File: config.mk
export PLATFORM = sky130hd
export DESIGN_NAME = crs_core_regs
export DESIGN_NICKNAME = d
export VERILOG_FILES = /design/src/verilog/crs_bank.v /design/src/verilog/crs_flags.v /design/src/verilog/crs_core_regs.v
export VERILOG_INCLUDE_DIRS = /design/src /design/src/include
export SDC_FILE = /design/constraint.sdc
export NUM_CORES = 1
export LEC_CHECK = 0
export BUFFER_PORTS_ARGS = -buffer_cell sky130_fd_sc_hd__buf_2
export CAP_MARGIN = 20
export CORE_MARGIN = 2
export CORE_UTILIZATION = 50
export DETAILED_ROUTE_END_ITERATION = 7
export PLACE_DENSITY = 0.72
export SYNTH_ARGS = -nofsm -noshare
export SYNTH_HDL_FRONTEND = slang
export SYNTH_HIERARCHICAL = 1
export SYNTH_SLANG_ARGS = --single-unit
File: constraint.sdc
create_clock -name sys_clk -period 4 [get_ports sys_clk]
set_clock_uncertainty 0.1 [all_clocks]
set_input_delay 0.2 -clock sys_clk [delete_from_list [all_inputs] [get_ports sys_clk]]
set_output_delay 0.2 -clock sys_clk [all_outputs]
set_load 0.02 [all_outputs]
File: src/include/crs_regs.vh
// register offsets, flag bit positions and reset values of the cpu core register set
`ifndef CRS_REGS_VH
`define CRS_REGS_VH
`define CRS_OFF_DATA0 4'h0
`define CRS_OFF_DATA1 4'h1
`define CRS_OFF_DATA2 4'h2
`define CRS_OFF_DATA3 4'h3
`define CRS_OFF_ADDR0 4'h4
`define CRS_OFF_ADDR1 4'h5
`define CRS_OFF_FRAME 4'h6
`define CRS_OFF_VTAB 4'h7
`define CRS_OFF_PC 4'h8
`define CRS_OFF_USP 4'h9
`define CRS_OFF_ISP 4'hA
`define CRS_OFF_SBASE 4'hB
`define CRS_OFF_FLAG 4'hC
`define CRS_OFF_ASP 4'hD
`define CRS_FLG_C 0
`define CRS_FLG_D 1
`define CRS_FLG_Z 2
`define CRS_FLG_S 3
`define CRS_FLG_B 4
`define CRS_FLG_O 5
`define CRS_FLG_U 7
`define CRS_FLG_MASK 11'h0BF
`define CRS_RST_16 16'h0000
`define CRS_RST_20 20'h0_0000
`define CRS_RST_FLG 11'h000
`define CRS_UNMAPPED 32'hDEAD_0000
`define CRS_SEL_NONE 4'h0
`define CRS_SEL_BYTE_LO 4'h1
`define CRS_SEL_BYTE_HI 4'h2
`define CRS_SEL_WORD 4'h3
`define CRS_SEL_PAIR 4'h4
`endif

File: src/verilog/crs_bank.v
// one register bank: four data registers, two address registers and frame base
`timescale 1ns/100ps
`include "crs_regs.vh"
module crs_bank
(
    input wire sys_clk,
    input wire resetn,
    input wire [3:0] wrIdx,
    input wire [3:0] wrSel,
    input wire [31:0] wrData,
    input wire [3:0] rdIdx,
    output reg [31:0] rdData
);
    reg [15:0] regFile [0:6];
    genvar i;
    generate
        for (i = 0; i < 7; i = i + 1)
        begin : g_reg
            wire hit;
            wire pairHit;
            // pair partner: index 2 backs data0, 3 backs data1, addr1 backs addr0
            assign hit = (wrIdx == i);
            assign pairHit = (wrSel == `CRS_SEL_PAIR) &&
                ((i == 2 && wrIdx == 4'd0) || (i == 3 && wrIdx == 4'd1) ||
                (i == 5 && wrIdx == 4'd4));
            always @(posedge sys_clk or negedge resetn)
            begin
                if (!resetn)
                    regFile[i] <= `CRS_RST_16;
                else if (pairHit)
                    regFile[i] <= wrData[31:16];
                else if (hit && (wrSel == `CRS_SEL_WORD || wrSel == `CRS_SEL_PAIR))
                    regFile[i] <= wrData[15:0];
                else if (hit && wrSel == `CRS_SEL_BYTE_LO && i < 2)
                    regFile[i][7:0] <= wrData[7:0];
                else if (hit && wrSel == `CRS_SEL_BYTE_HI && i < 2)
                    regFile[i][15:8] <= wrData[7:0];
            end
        end
    endgenerate
    always @*
    begin
        case (rdIdx)
            4'd0: rdData = {regFile[2], regFile[0]};
            4'd1: rdData = {regFile[3], regFile[1]};
            4'd2: rdData = {16'h0000, regFile[2]};
            4'd3: rdData = {16'h0000, regFile[3]};
            4'd4: rdData = {regFile[5], regFile[4]};
            4'd5: rdData = {16'h0000, regFile[5]};
            4'd6: rdData = {16'h0000, regFile[6]};
            default: rdData = 32'h0000_0000;
        endcase
    end
endmodule // crs_bank

File: src/verilog/crs_flags.v
// flag register with alu-driven condition flags
`timescale 1ns/100ps
`include "crs_regs.vh"
module crs_flags
(
    input wire sys_clk,
    input wire resetn,
    input wire swWrite,
    input wire [10:0] swData,
    input wire aluValid,
    input wire [15:0] aluResult,
    input wire aluCarry,
    input wire aluOverflow,
    output reg [10:0] flags
);
    reg [10:0] flagsNext;
    always @*
    begin
        flagsNext = flags;
        if (swWrite)
            flagsNext = swData & `CRS_FLG_MASK;
        if (aluValid)
        begin
            // alu update of C, Z, S and O wins over a software write in the same cycle
            flagsNext[`CRS_FLG_C] = aluCarry;
            flagsNext[`CRS_FLG_Z] = (aluResult == 16'h0000);
            flagsNext[`CRS_FLG_S] = aluResult[15];
            flagsNext[`CRS_FLG_O] = aluOverflow;
        end
    end
    always @(posedge sys_clk or negedge resetn)
    begin
        if (!resetn)
            flags <= `CRS_RST_FLG;
        else
            flags <= flagsNext;
    end
endmodule // crs_flags

File: src/verilog/crs_core_regs.v
// cpu core register set with avalon-mm slave and alu flag port
`timescale 1ns/100ps
`include "crs_regs.vh"
module crs_core_regs
(
    input wire sys_clk,
    input wire resetn,
    input wire [3:0] avs_address,
    input wire avs_read,
    input wire avs_write,
    input wire [31:0] avs_writedata,
    input wire [3:0] avs_byteenable,
    output reg [31:0] avs_readdata,
    output reg avs_waitrequest,
    input wire aluValid,
    input wire [15:0] aluResult,
    input wire aluCarry,
    input wire aluOverflow,
    input wire pcLoad,
    input wire [19:0] pcLoadValue,
    input wire pcStep,
    input wire [2:0] pcStepSize,
    output reg [19:0] programCounter,
    output reg [15:0] activeStackPointer,
    output reg bankSelect
);
    localparam BUS_IDLE = 1'b0;
    localparam BUS_ACK = 1'b1;

    reg [15:0] userStackPointer_reg;
    reg [15:0] interruptStackPointer_reg;
    reg [15:0] staticBase_reg;
    reg [19:0] vectorTableBase_reg;
    reg [19:0] programCounter_reg;
    reg [19:0] programCounter_next;
    reg busState_reg;
    reg busState_next;
    reg waitrequest_next;
    reg [31:0] readdata_next;
    reg [15:0] activeStack_next;
    reg [3:0] bankSel;
    reg [3:0] bankIdx;
    reg [31:0] bankWrData;
    reg [31:0] readMux;
    wire [10:0] flags;
    wire [31:0] bank0Data;
    wire [31:0] bank1Data;
    wire [31:0] bankRead;
    wire [3:0] bank0Sel;
    wire [3:0] bank1Sel;
    wire [19:0] pcStepWide;
    wire bankFlag;
    wire stackFlag;
    wire req;
    wire newReq;
    wire accepted;
    wire wr;
    wire flagWrite;
    wire bankWrite;
    wire hitBank;
    wire hitUser;
    wire hitIntr;
    wire hitActive;
    wire hitStatic;
    wire hitVector;
    wire hitCounter;
    wire hitFlag;
    wire laneLow;
    wire laneHigh;
    wire laneWord;
    wire laneAll;
    wire pairAddr;
    wire wrUser;
    wire wrIntr;
    wire wrStatic;
    wire wrVector;
    wire wrCounter;
    wire [31:0] vectorWord;
    wire [31:0] counterWord;
    wire [31:0] userWord;
    wire [31:0] intrWord;
    wire [31:0] staticWord;
    wire [31:0] flagWord;
    wire [31:0] activeWord;

    // one wait state per access keeps the read mux off the bus path
    assign req = avs_read || avs_write;
    assign newReq = req && (busState_reg == BUS_IDLE);
    assign accepted = req && (busState_reg == BUS_ACK);
    assign wr = avs_write && accepted;
    assign bankFlag = flags[`CRS_FLG_B];
    assign stackFlag = flags[`CRS_FLG_U];

    // one address decode shared by the write strobes
    assign hitBank = (avs_address <= `CRS_OFF_FRAME);
    assign hitUser = (avs_address == `CRS_OFF_USP);
    assign hitIntr = (avs_address == `CRS_OFF_ISP);
    assign hitActive = (avs_address == `CRS_OFF_ASP);
    assign hitStatic = (avs_address == `CRS_OFF_SBASE);
    assign hitVector = (avs_address == `CRS_OFF_VTAB);
    assign hitCounter = (avs_address == `CRS_OFF_PC);
    assign hitFlag = (avs_address == `CRS_OFF_FLAG);

    // the alias writes whichever stack pointer the flag selects at that edge
    assign flagWrite = wr && hitFlag;
    assign bankWrite = wr && hitBank;
    assign wrUser = wr && (hitUser || (hitActive && stackFlag));
    assign wrIntr = wr && (hitIntr || (hitActive && !stackFlag));
    assign wrStatic = wr && hitStatic;
    assign wrVector = wr && hitVector;
    assign wrCounter = wr && hitCounter;

    // byte lanes pick the access width for the halves
    assign laneLow = (avs_byteenable == 4'b0001);
    assign laneHigh = (avs_byteenable == 4'b0010);
    assign laneAll = (avs_byteenable == 4'b1111);
    assign laneWord = (avs_byteenable[1:0] == 2'b11);
    assign pairAddr = (avs_address == `CRS_OFF_DATA0) || (avs_address == `CRS_OFF_DATA1) ||
        (avs_address == `CRS_OFF_ADDR0);

    always @*
    begin
        bankIdx = avs_address;
        bankSel = `CRS_SEL_NONE;
        if (bankWrite)
        begin
            if (laneLow)
                bankSel = `CRS_SEL_BYTE_LO;
            else if (laneHigh)
                bankSel = `CRS_SEL_BYTE_HI;
            else if (laneAll && pairAddr)
                bankSel = `CRS_SEL_PAIR;
            else if (laneWord)
                bankSel = `CRS_SEL_WORD;
        end
    end

    // the high byte moves down so both halves share one write path into the bank
    always @*
    begin
        if (laneHigh)
            bankWrData = {24'h00_0000, avs_writedata[15:8]};
        else
            bankWrData = avs_writedata;
    end

    // only the selected bank sees write strobes; the other keeps its contents
    assign bank0Sel = bankFlag ? `CRS_SEL_NONE : bankSel;
    assign bank1Sel = bankFlag ? bankSel : `CRS_SEL_NONE;
    assign bankRead = bankFlag ? bank1Data : bank0Data;

    crs_bank u_bank0
    (
        .sys_clk(sys_clk),
        .resetn(resetn),
        .wrIdx(bankIdx),
        .wrSel(bank0Sel),
        .wrData(bankWrData),
        .rdIdx(avs_address),
        .rdData(bank0Data)
    );

    crs_bank u_bank1
    (
        .sys_clk(sys_clk),
        .resetn(resetn),
        .wrIdx(bankIdx),
        .wrSel(bank1Sel),
        .wrData(bankWrData),
        .rdIdx(avs_address),
        .rdData(bank1Data)
    );

    crs_flags u_flags
    (
        .sys_clk(sys_clk),
        .resetn(resetn),
        .swWrite(flagWrite),
        .swData(avs_writedata[10:0]),
        .aluValid(aluValid),
        .aluResult(aluResult),
        .aluCarry(aluCarry),
        .aluOverflow(aluOverflow),
        .flags(flags)
    );

    // stack pointers, static base and vector table base change only on an accepted write
    always @(posedge sys_clk or negedge resetn)
    begin
        if (!resetn)
            userStackPointer_reg <= `CRS_RST_16;
        else if (wrUser)
            userStackPointer_reg <= avs_writedata[15:0];
    end

    always @(posedge sys_clk or negedge resetn)
    begin
        if (!resetn)
            interruptStackPointer_reg <= `CRS_RST_16;
        else if (wrIntr)
            interruptStackPointer_reg <= avs_writedata[15:0];
    end

    always @(posedge sys_clk or negedge resetn)
    begin
        if (!resetn)
            staticBase_reg <= `CRS_RST_16;
        else if (wrStatic)
            staticBase_reg <= avs_writedata[15:0];
    end

    always @(posedge sys_clk or negedge resetn)
    begin
        if (!resetn)
            vectorTableBase_reg <= `CRS_RST_20;
        else if (wrVector)
            vectorTableBase_reg <= avs_writedata[19:0];
    end

    assign pcStepWide = {17'h0_0000, pcStepSize};

    always @*
    begin
        programCounter_next = programCounter_reg;
        // a bus write beats the datapath, and a load beats a step
        if (wrCounter)
            programCounter_next = avs_writedata[19:0];
        else if (pcLoad)
            programCounter_next = pcLoadValue;
        else if (pcStep)
            programCounter_next = programCounter_reg + pcStepWide;
    end

    always @(posedge sys_clk or negedge resetn)
    begin
        if (!resetn)
            programCounter_reg <= `CRS_RST_20;
        else
            programCounter_reg <= programCounter_next;
    end

    // zero-extended read words for the registers outside the banks
    assign vectorWord = {12'h000, vectorTableBase_reg};
    assign counterWord = {12'h000, programCounter_reg};
    assign userWord = {16'h0000, userStackPointer_reg};
    assign intrWord = {16'h0000, interruptStackPointer_reg};
    assign staticWord = {16'h0000, staticBase_reg};
    assign flagWord = {21'h00_0000, flags};
    assign activeWord = {16'h0000, activeStack_next};

    always @*
    begin
        if (stackFlag)
            activeStack_next = userStackPointer_reg;
        else
            activeStack_next = interruptStackPointer_reg;
    end

    always @*
    begin
        case (avs_address)
            `CRS_OFF_DATA0, `CRS_OFF_DATA1, `CRS_OFF_DATA2, `CRS_OFF_DATA3,
            `CRS_OFF_ADDR0, `CRS_OFF_ADDR1, `CRS_OFF_FRAME:
                readMux = bankRead;
            `CRS_OFF_VTAB: readMux = vectorWord;
            `CRS_OFF_PC: readMux = counterWord;
            `CRS_OFF_USP: readMux = userWord;
            `CRS_OFF_ISP: readMux = intrWord;
            `CRS_OFF_SBASE: readMux = staticWord;
            `CRS_OFF_FLAG: readMux = flagWord;
            `CRS_OFF_ASP: readMux = activeWord;
            default: readMux = `CRS_UNMAPPED;
        endcase
    end

    // first edge of a request loads read data and drops waitrequest for the next edge
    always @*
    begin
        busState_next = busState_reg;
        waitrequest_next = 1'b1;
        readdata_next = avs_readdata;
        case (busState_reg)
            BUS_IDLE:
            begin
                if (newReq)
                begin
                    busState_next = BUS_ACK;
                    waitrequest_next = 1'b0;
                    readdata_next = readMux;
                end
            end
            BUS_ACK:
            begin
                busState_next = BUS_IDLE;
            end
            default:
            begin
                busState_next = BUS_IDLE;
            end
        endcase
    end

    always @(posedge sys_clk or negedge resetn)
    begin
        if (!resetn)
            busState_reg <= BUS_IDLE;
        else
            busState_reg <= busState_next;
    end

    always @(posedge sys_clk or negedge resetn)
    begin
        if (!resetn)
            avs_waitrequest <= 1'b1;
        else
            avs_waitrequest <= waitrequest_next;
    end

    always @(posedge sys_clk or negedge resetn)
    begin
        if (!resetn)
            avs_readdata <= 32'h0000_0000;
        else
            avs_readdata <= readdata_next;
    end

    always @(posedge sys_clk or negedge resetn)
    begin
        if (!resetn)
        begin
            programCounter <= `CRS_RST_20;
            activeStackPointer <= `CRS_RST_16;
            bankSelect <= 1'b0;
        end
        else
        begin
            programCounter <= programCounter_next;
            activeStackPointer <= activeStack_next;
            bankSelect <= bankFlag;
        end
    end
endmodule // crs_core_regs

## Word level (Yosys, flattened, before mapping)

Cells that the tools add are included.

| storage, ports and cells | value |
|---|---|
| register bits after elaboration | 370 |
| bits of input ports | 88 |

| cells by class | value |
|---|---|
| add/subtract/negate cells | 1 |
| order comparisons | 1 |
| equal/unequal tests | 29 |
| mux-type cells | 52 |
| bitwise logic cells | 1 |
| reductions and logical operators | 73 |

Operators with widths:

| cell | count |
|---|---|
| 32-bit one-hot mux with 7 select lines | 2 |
| 16-bit two-way mux | 17 |
| 32-bit one-hot mux with 8 select lines | 1 |
| 8-bit two-way mux | 12 |
| 32-bit two-way mux | 2 |
| 20-bit two-way mux | 3 |
| 1-bit logical AND | 41 |
| 2-bit nonzero test | 15 |
| 4-bit by 2-bit == test with 1-bit output (second input constant) | 7 |
| 4-bit == test (second input constant) | 7 |
| 4-bit by 3-bit == test with 1-bit output (second input constant) | 6 |
| 4-bit two-way mux | 6 |
| 20-bit by 3-bit adder with 20-bit output | 1 |
| 4-bit by 1-bit == test with 1-bit output (second input constant) | 4 |
| 16-bit logical NOT | 1 |
| 2-bit AND reduction | 5 |
| 2-bit by 1-bit inequality test with 1-bit output (second input constant) | 4 |
| 1-bit logical OR | 7 |
| 7-bit OR reduction | 1 |
| 6-bit two-way mux | 1 |
| 1-bit two-way mux | 5 |
| 4-bit by 3-bit less-or-equal comparator with 1-bit output (second input constant) | 1 |
| 4-bit logical NOT | 1 |
| 2-bit two-way mux | 2 |
| other kinds (5) | 5 |

## Depth between registers and ports, before layout

Gate-level depths: netlist of run 1.

| depth | value |
|---|---|
| depth after elaboration | 14 |
| gate-level depth with buffers | 14 |
| gate-level depth less buffers | 9 |

## Cells and area by module

Netlist of run 1, hierarchy kept.

By module, submodules not included:

| module | times used | cells an instance | area an instance (µm²) | sequential area each (µm²) |
|---|---|---|---|---|
| crs_bank | 2 | 512 | 5703.0 | 2802.7 |
| crs_core_regs | 1 | 690 | 7617.3 | 3479.6 |
| crs_flags | 1 | 33 | 379.1 | 175.2 |

## Worst setup path after synthesis of run 1

No wires, ideal clock.

| path | value |
|---|---|
| path type | register to register |
| start | register u_flags.flags[4] |
| end | register u_bank1/regFile[0] (netlist name) |
| setup time | 0.125 ns |
| arrival | 3.386 ns |
| required time | 3.775 ns |
| path slack | 0.390 ns |
| stages on the path, launching flop included | 13 |
| path buffers | 6 |
| clock period less this slack | 3.610 ns |
| cells stage by stage | dfrtp_1 buf_2 buf_2 buf_1 inv_1 nor3_1 or3b_1 buf_2 a21oi_4 buf_6 nor4b_4 buf_6 mux2_2 |

| on the way | value |
|---|---|
| word-level cells in the longest chain between the ends | 4 |

RTL lines:

| element | RTL line | source |
|---|---|---|
| start, declared | crs_flags.v:14 | `output reg [10:0] flags` |
| start signal, assigned | crs_flags.v:34 | `` flags <= `CRS_RST_FLG; `` |
| start signal, assigned | crs_flags.v:36 | `flags <= flagsNext;` |
| 4-bit two-way mux (no source line) (*) | n/a |  |
| via bank1Sel[2] | crs_core_regs.v:50 | `wire [3:0] bank1Sel;` |
| 4-bit by 2-bit == test with 1-bit output (no source line) or 4-bit by 3-bit == test with 1-bit output (tied branches) | n/a |  |
| 1-bit logical OR (no source line) (*) | n/a |  |
| 1-bit logical AND (*) | crs_bank.v:32 | `` else if (hit && (wrSel == `CRS_SEL_WORD \|\| wrSel == `CRS_SEL_PAIR)) `` |
| end signal, assigned by index | crs_bank.v:31 | `regFile[i] <= wrData[31:16];` |
| end signal, assigned by index | crs_bank.v:33 | `regFile[i] <= wrData[15:0];` |
| end signal, assigned by index | crs_bank.v:35 | `regFile[i][7:0] <= wrData[7:0];` |
| end, declared | crs_bank.v:14 | `reg [15:0] regFile [0:6];` |

The timed path passes the listed nets; every way through them passes the cells marked *.
A chain may end at the register's enable or synchronous reset.

## Final worst setup path of run 1

| path | value |
|---|---|
| start | input avs_address[1] |
| end | register u_flags.flags[3] |

| on the way | value |
|---|---|
| word-level cells in the longest chain between the ends | 3 |

RTL lines:

| element | RTL line | source |
|---|---|---|
| start, declared | crs_core_regs.v:8 | `input wire [3:0] avs_address,` |
| 4-bit == test | n/a |  |
| 1-bit logical AND | crs_core_regs.v:105 | `assign flagWrite = wr && hitFlag;` |
| via flagWrite | crs_core_regs.v:58 | `wire flagWrite;` |
| 2-bit nonzero test (no source line) | n/a |  |

The timed path passes the listed nets, and every way through them passes these cells.

==> impl_metrics.ini, run 1 <==
[global_routing]
grt_max_degree = 106
grt.overflow.total = 0
grt_pass1_vias = 16125
grt_use_total = 0.321
grt_pass1_wl_mm = 99.2
grt_antenna_before_repair = 5

[routing]
drc = 0
drtAntennaViolNets = 0
first_iter_violations = 2155
totalWireLength_mm = 65.6
routed_via_density = 6.46
vias = 16313
avgRoutedWirePerCell_um = 25.9
drt_pass1_iterations = 8

[cells_and_area]
final_common_cell = dfrtp_1
fillers = 3056
reg_top3 = u_bank0/regFile: 112 flops, u_bank1/regFile: 112 flops, avs_readdata: 32 flops
area_growth_pct = 18.8
final_cells = 2527
final_nets = 2072
post_route_cells_drive_above_1_share = 0.300
layout_common_cells = 368 x dfrtp_1, 259 x mux2_2, 191 x nand2_1

[yosys]
synth.distinct_cells = 73
ys_seq_elements = 370
synth.avg_cell_area_um2 = 11.1
syn_inst = 1747
syn_area_um2 = 19400
synth-main-ff-cell = dfrtp_1
synth_edf_count = 0
yosysSeqAreaShare = 0.477
synth_warnings = 6
async_reset_ff_frac = 1.00

[placed_design]
dpl.cell_count = 2386
post-place-ws_ns = 0.395
portBuffers = 157
gp_congestion = 0.892
hpwl_mm = 43.2

[cts]
path_clk_slew_ns = 0.06
cts_buffer_depth = 3
cts_setup_buffers = 0
cts-root-buf = clkbuf_16
clock-sinks = 370
tritoncts = yes
h-tree-depth = 2
insertion_delay_ns = 0.57
cts_buffers = 40

[critical_path]
cp-startpoint = avs_address[1]
cp.arrival_ns = 4.02
crit_type = in -> reg
timing.rr.start = busState_reg$_DFF_PN0_
startpoint_type = input pin
endpoint_kind = flop
r2r_slack_ns = 0.61
worst-endpoint-required_ns = 4.35
crit_fanout = 30

[die]
die_h_um = 201
coreArea_um2 = 38500
dieArea_um2 = 40400
initial_core_util = 0.504
io_pins = 158
row_count = 72
die_width_um = 201

[power]
ir_drop_mv = 0.376
p_leak_uw = 0.0109
power_density_nw_per_um2 = 417
power_uw = 9610

[min_path]
min_from = avs_writedata[8]
hold_class = in -> reg

[job]
cap_viol_max_count = 0

[sta]
setup_tns_ns = 0
setup_viol = 0
slew_viol_final = 0
slew_headroom = 0.171
final_hold_viol_count = 0
worst_pin_slew_ns = 1.24
worst_slack_ns = 0.332
rsz0062_at_grt = false
clock.fmax_mhz = 273
min_period_ns = 3.67
post-route-period-util = 0.917

[run_status]
status = completed
[metrics by stage]
stage	cell area, µm²	util	hold WS, ns
finish	23100	0.599	0.0349
detailed placement	21000	0.546	0.224
global route	23100	0.599	0.00232
CTS	23000	0.597	0.00298
global placement	21000	0.546	0.231
floorplan	19400	-	-0.196
[cell families after synthesis]
kind of cell,Yosys count,synth area share
AO/OA/AOI/OAI,388,0.143
multiplexers,390,0.221
adder cells (fa/ha/maj),4,0.00297
AND/OR/NAND/NOR,439,0.115
flip-flops,370,0.477
XOR/XNOR,17,0.00767
other,2,0.000387
buffers and inverters,137,0.0325
[cell usage after synthesis, drive strengths merged, types with 4 or more instances]
library cell  number  area share
a32oi              6      0.0027
xor2               8      0.0036
nand4              7      0.0023
a222oi            46       0.024
o211ai             4      0.0015
a2111o             4      0.0023
nor2b             30      0.0097
nor4               5      0.0026
a31oi              6      0.0019
mux2i            119       0.061
xnor2              9      0.0041
inv               14      0.0027
nand2            191       0.037
o21ai            112       0.029
nor4b             10      0.0090
and2               4      0.0013
dfrtp            369        0.48
nand3             46       0.012
a22oi            103       0.040
buf               52       0.016
clkbuf            71       0.014
and3               7      0.0023
nand3b            15      0.0058
o22a               8      0.0036
nor2              62       0.012
a21oi             46       0.013
nor3              23      0.0059
a221o              8      0.0041
a2111oi            4      0.0034
mux2             271        0.16
o221ai             6      0.0027
nand2b            14      0.0045
nor3b              7      0.0033
a22o               6      0.0027
nand4b             6      0.0027
[final timing paths]
check | cells past startpoint | end
max | 10 | u_flags/flags[3]$_DFFE_PN0P_
min | 2 | interruptStackPointer_reg[8]$_DFFE_PN0P_
max reg2reg | 8 | u_bank0/regFile[31]$_DFFE_PN0P_
min reg2reg | 1 | avs_readdata[0]$_DFFE_PN0P_
max in group asynchronous | 3 | u_flags/flags[4]$_DFFE_PN0P_
min in group asynchronous | 2 | avs_readdata[28]$_DFFE_PN0P_
[cell type report]
| cell class | count | area [µm²] | share of cell area |
|---|---|---|---|
| Multi-Input combinational cell | 1252 | 9620 | 0.417 |
| Sequential cell | 370 | 9260 | 0.402 |
| Timing Repair Buffer | 302 | 2170 | 0.0941 |
| Clock buffer | 56 | 1150 | 0.0500 |
| Tap cell | 518 | 648 | 0.0281 |
| Clock inverter | 13 | 143 | 0.00619 |
| Inverter | 14 | 52.6 | 0.00228 |
| Antenna cell | 2 | 5.00 | 0.000217 |
[critical path: stages]
cell and delay, ns:
buf_2 0.25, buf_4 0.34, nor2_1 0.39, and3_1 0.40, nor2b_1 0.77, nor2b_1 0.13, a211oi_1 0.29, dlygate4sd3_1 0.61
nor2_1 0.04, dlygate4sd3_1 0.56
[per-layer routing]
layer	track usage	up-vias	part of all wire
met5	0	-	0.00027
met4	0.146	2	0.047
met3	0.0709	204	0.10
met2	0.500	1058	0.46
met1	0.431	8103	0.40
li1	-	6946	-
[report_power, final]
part / leakage, µW / internal [µW] / total (µW) / switching [µW]
sequential: 0.00497 / 4070 / 4310 / 236
clock: 0.000635 / 2150 / 3710 / 1570
combinational: 0.00532 / 660 / 1590 / 929
total: 0.0109 / 6880 / 9610 / 2730
[repair_timing]
item                                    CTS  global route
endpoints found under the setup margin    0             0
hold buffers                             65             1
hold endpoints to repair                188             3
gates resized for setup                   0             0
(Power assumes the default switching activity.)
==> run 2, diff against run 1 <==
--- a/config.mk
+++ b/config.mk
@@ -12,7 +12,7 @@
 export CORE_UTILIZATION = 50
 export DETAILED_ROUTE_END_ITERATION = 7
 export PLACE_DENSITY = 0.72
+export SKIP_CTS_REPAIR_TIMING = 1
 export SYNTH_ARGS = -nofsm -noshare
 export SYNTH_HDL_FRONTEND = slang
-export SYNTH_HIERARCHICAL = 1
 export SYNTH_SLANG_ARGS = --single-unit
==> run 2 against run 1 <==
Net effect:
- the flow now finishes with violations (hold timing)
- worst hold slack lost 0.050 ns
- synthesized cell count grew 14%
- power grew 12%
- non-clock buffer count shrank 4
- clock-buffer cell count grew 11
- die area is 1.2% higher
- highest routed layer unchanged
==> impl_metrics.ini, run 2 <==
[min_path]
hold_end = programCounter[12]$_DFFE_PN0P_
hold_path_depth = 4
min_from = pcLoadValue[12]
hold_class = in -> reg

[yosys]
ys_seq_elements = 370
syn_nets = 2083
yosysSeqAreaShare = 0.471
synth_area_leaders = dfrtp_1 47%, mux2_2 7.5%, mux2i_1 6.9%, o21ai_0 6.1%, nand2_1 4.9%
synth-main-ff-cell = dfrtp_1
syn_area_um2 = 19600
synth.avg_cell_area_um2 = 9.87
syn_inst = 1991
synth_edf_count = 0
async_reset_ff_frac = 1.00
synth_warnings = 0
yosysMostFrequentCell = dfrtp_1
synth_top_area_cell = dfrtp_1
synth_top_area_share = 0.470
synth.distinct_cells = 85
netlist_top_cells_count = 369 x dfrtp_1, 255 x nand2_1, 238 x o21ai_0, 136 x mux2i_1, 131 x mux2_2

[cts]
insertion_delay_ns = 0.58
cts_buffers = 41
h-tree-depth = 2
clock-sinks = 370
cts_buffer_depth = 3
path_clk_slew_ns = 0.06
tritoncts = yes
cts-root-buf = clkbuf_16

[placed_design]
portBuffers = 157
hpwl_mm = 54.0
placed_area_um2 = 20900
gp_congestion = 1.02

[global_routing]
grt_use_total = 0.375
grt_pass1_wl_mm = 113
grt_max_degree = 116
grt_pass1_vias = 17178
grt_antenna_before_repair = 3
grt.overflow.total = 0

[routing]
drc = 0
avgRoutedWirePerCell_um = 28.6
vias = 17700
met2_length_mm = 35.3
totalWireLength_mm = 77.4
drtAntennaViolNets = 0
wl_met1_mm = 29.3
first_iter_violations = 1922
drt_pass1_iterations = 6
wl_met3_mm = 6.83
routed_via_density = 6.54
highest_layer = met5

[cells_and_area]
area_growth_pct = 16.5
post_route_cells_drive_above_1_share = 0.218
fillers = 3291
final_nets = 2250
finish.utilization = 0.591
layout_common_cells = 368 x dfrtp_1, 255 x nand2_1, 238 x o21ai_0
stdcell_area_um2 = 22900
reg_top3 = u_bank0.regFile: 112 flops, u_bank1.regFile: 112 flops, avs_readdata: 32 flops
final_common_cell = dfrtp_1

[sta]
rsz0062_at_grt = false
min_period_ns = 3.08
final_hold_viol_count = 2
post-route-period-util = 0.769
clock.fmax_mhz = 325
setup_tns_ns = 0
slew_headroom = 0.282
slew_viol_final = 0
hold_slack_ns = -0.0148
setup_viol = 0
worst_pin_slew_ns = 1.07

[die]
die_h_um = 202
die_width_um = 202
dieArea_um2 = 40900
initial_core_util = 0.507
row_count = 72
coreArea_um2 = 38700
io_pins = 158

[critical_path]
rr_endpoint = avs_readdata[13]$_DFFE_PN0P_
r2r_slack_ns = 0.92
slowest_delay_ns = 0.55
crit_type = reg -> reg
crit_path_top_delay_cell = nor2b_1
worst-endpoint-required_ns = 4.41
crit_fanout = 28
cp.arrival_ns = 3.49
worstRegToRegCells = 7
crit_chain = o21bai_2 -> buf_4 -> nor2b_1 -> buf_4 -> nand2_1 -> a31oi_1 -> a221o_1
endpoint_kind = flop
startpoint_type = flop
crit_buf_inv = 2
timing.rr.start = busState_reg$_DFF_PN0_
path_common_cell = buf_4
crit_family = compound AO/OA/AOI/OAI gates

[power]
ir_drop_mv = 0.475
netSwitchingFraction = 0.316
intPower_uw = 7340
p_leak_uw = 0.0101
power_density_nw_per_um2 = 469
p_switching_uw = 3390
power.share.clock = 0.358
seq_power_share = 0.432
combPwrFrac = 0.210

[run_status]
violations = hold timing
status = complete, but fails checks

[job]
cap_viol_max_count = 0
run 2: area by class of cell:
cell class	count	area (µm²)	share of cell area
antenna	1	2.50	0.000109
multi-input combinational	1435	9500	0.415
sequential	370	9260	0.405
timing repair buffer	298	2070	0.0906
clock buffer	67	1300	0.0566
tap	518	648	0.0283
inverter	12	45.0	0.00197
clock inverter	5	56.3	0.00246
run 2: cell families after synthesis:
family,after synthesis,share of synthesized area
simple gates,538,0.132
buf+inv,186,0.0457
flops,370,0.471
mux,270,0.148
xor+xnor,16,0.00713
fa+ha+maj,4,0.00293
compound gates,607,0.193
run 2: per-layer routing:
| layer | vias up | GRT usage |
|---|---|---|
| li1 | 7597 | - |
| met1 | 8735 | 0.477 |
| met2 | 1071 | 0.591 |
| met3 | 295 | 0.0648 |
| met4 | 2 | 0.251 |
| met5 | - | 0 |
run 2: worst max path at each step:
stage | cells after the start | to | start
global placement | 7 | avs_readdata[13]$_DFFE_PN0P_ | avs_address[2]
finish | 7 | avs_readdata[13]$_DFFE_PN0P_ | busState_reg$_DFF_PN0_
detailed placement | 6 | u_bank1.regFile[66]$_DFFE_PN0P_ | avs_address[2]
global route | 9 | programCounter[16]$_DFFE_PN0P_ | programCounter[0]$_DFFE_PN0P_
CTS | 7 | avs_readdata[13]$_DFFE_PN0P_ | busState_reg$_DFF_PN0_
floorplan | 6 | avs_readdata[6]$_DFFE_PN0P_ | u_flags.flags[7]$_DFFE_PN0P_
run 2: power groups by stage:
stage,sequential [µW],combinational (µW),clock (µW)
CTS,4610,2160,3870
global placement,4660,2110,0
detailed placement,4670,2140,0
finish,4640,2250,3840
floorplan,4720,1070,0
global route,4670,2380,4030
run 2: worst min-delay path, cell delays in order:
cell	delay [ns]
buf_2	0.08
or3_1	0.12
o21ai_0	0.08
a21oi_1	0.13
run 2: per-stage QoR:
stage | worst slack [ns] | hold slack (ns) | power (µW) | cells
2_1_floorplan | 1.82 | -0.196 | 5790 | 1991
3_5_place_dp | 0.882 | 0.252 | 6810 | 2573
4_1_cts | 1.07 | -0.350 | 10600 | 2645
6_report | 0.923 | -0.0148 | 10700 | 2706
3_3_place_gp | 0.876 | 0.247 | 6770 | 2573
5_1_grt | 0.867 | 0.000972 | 11100 | 2705
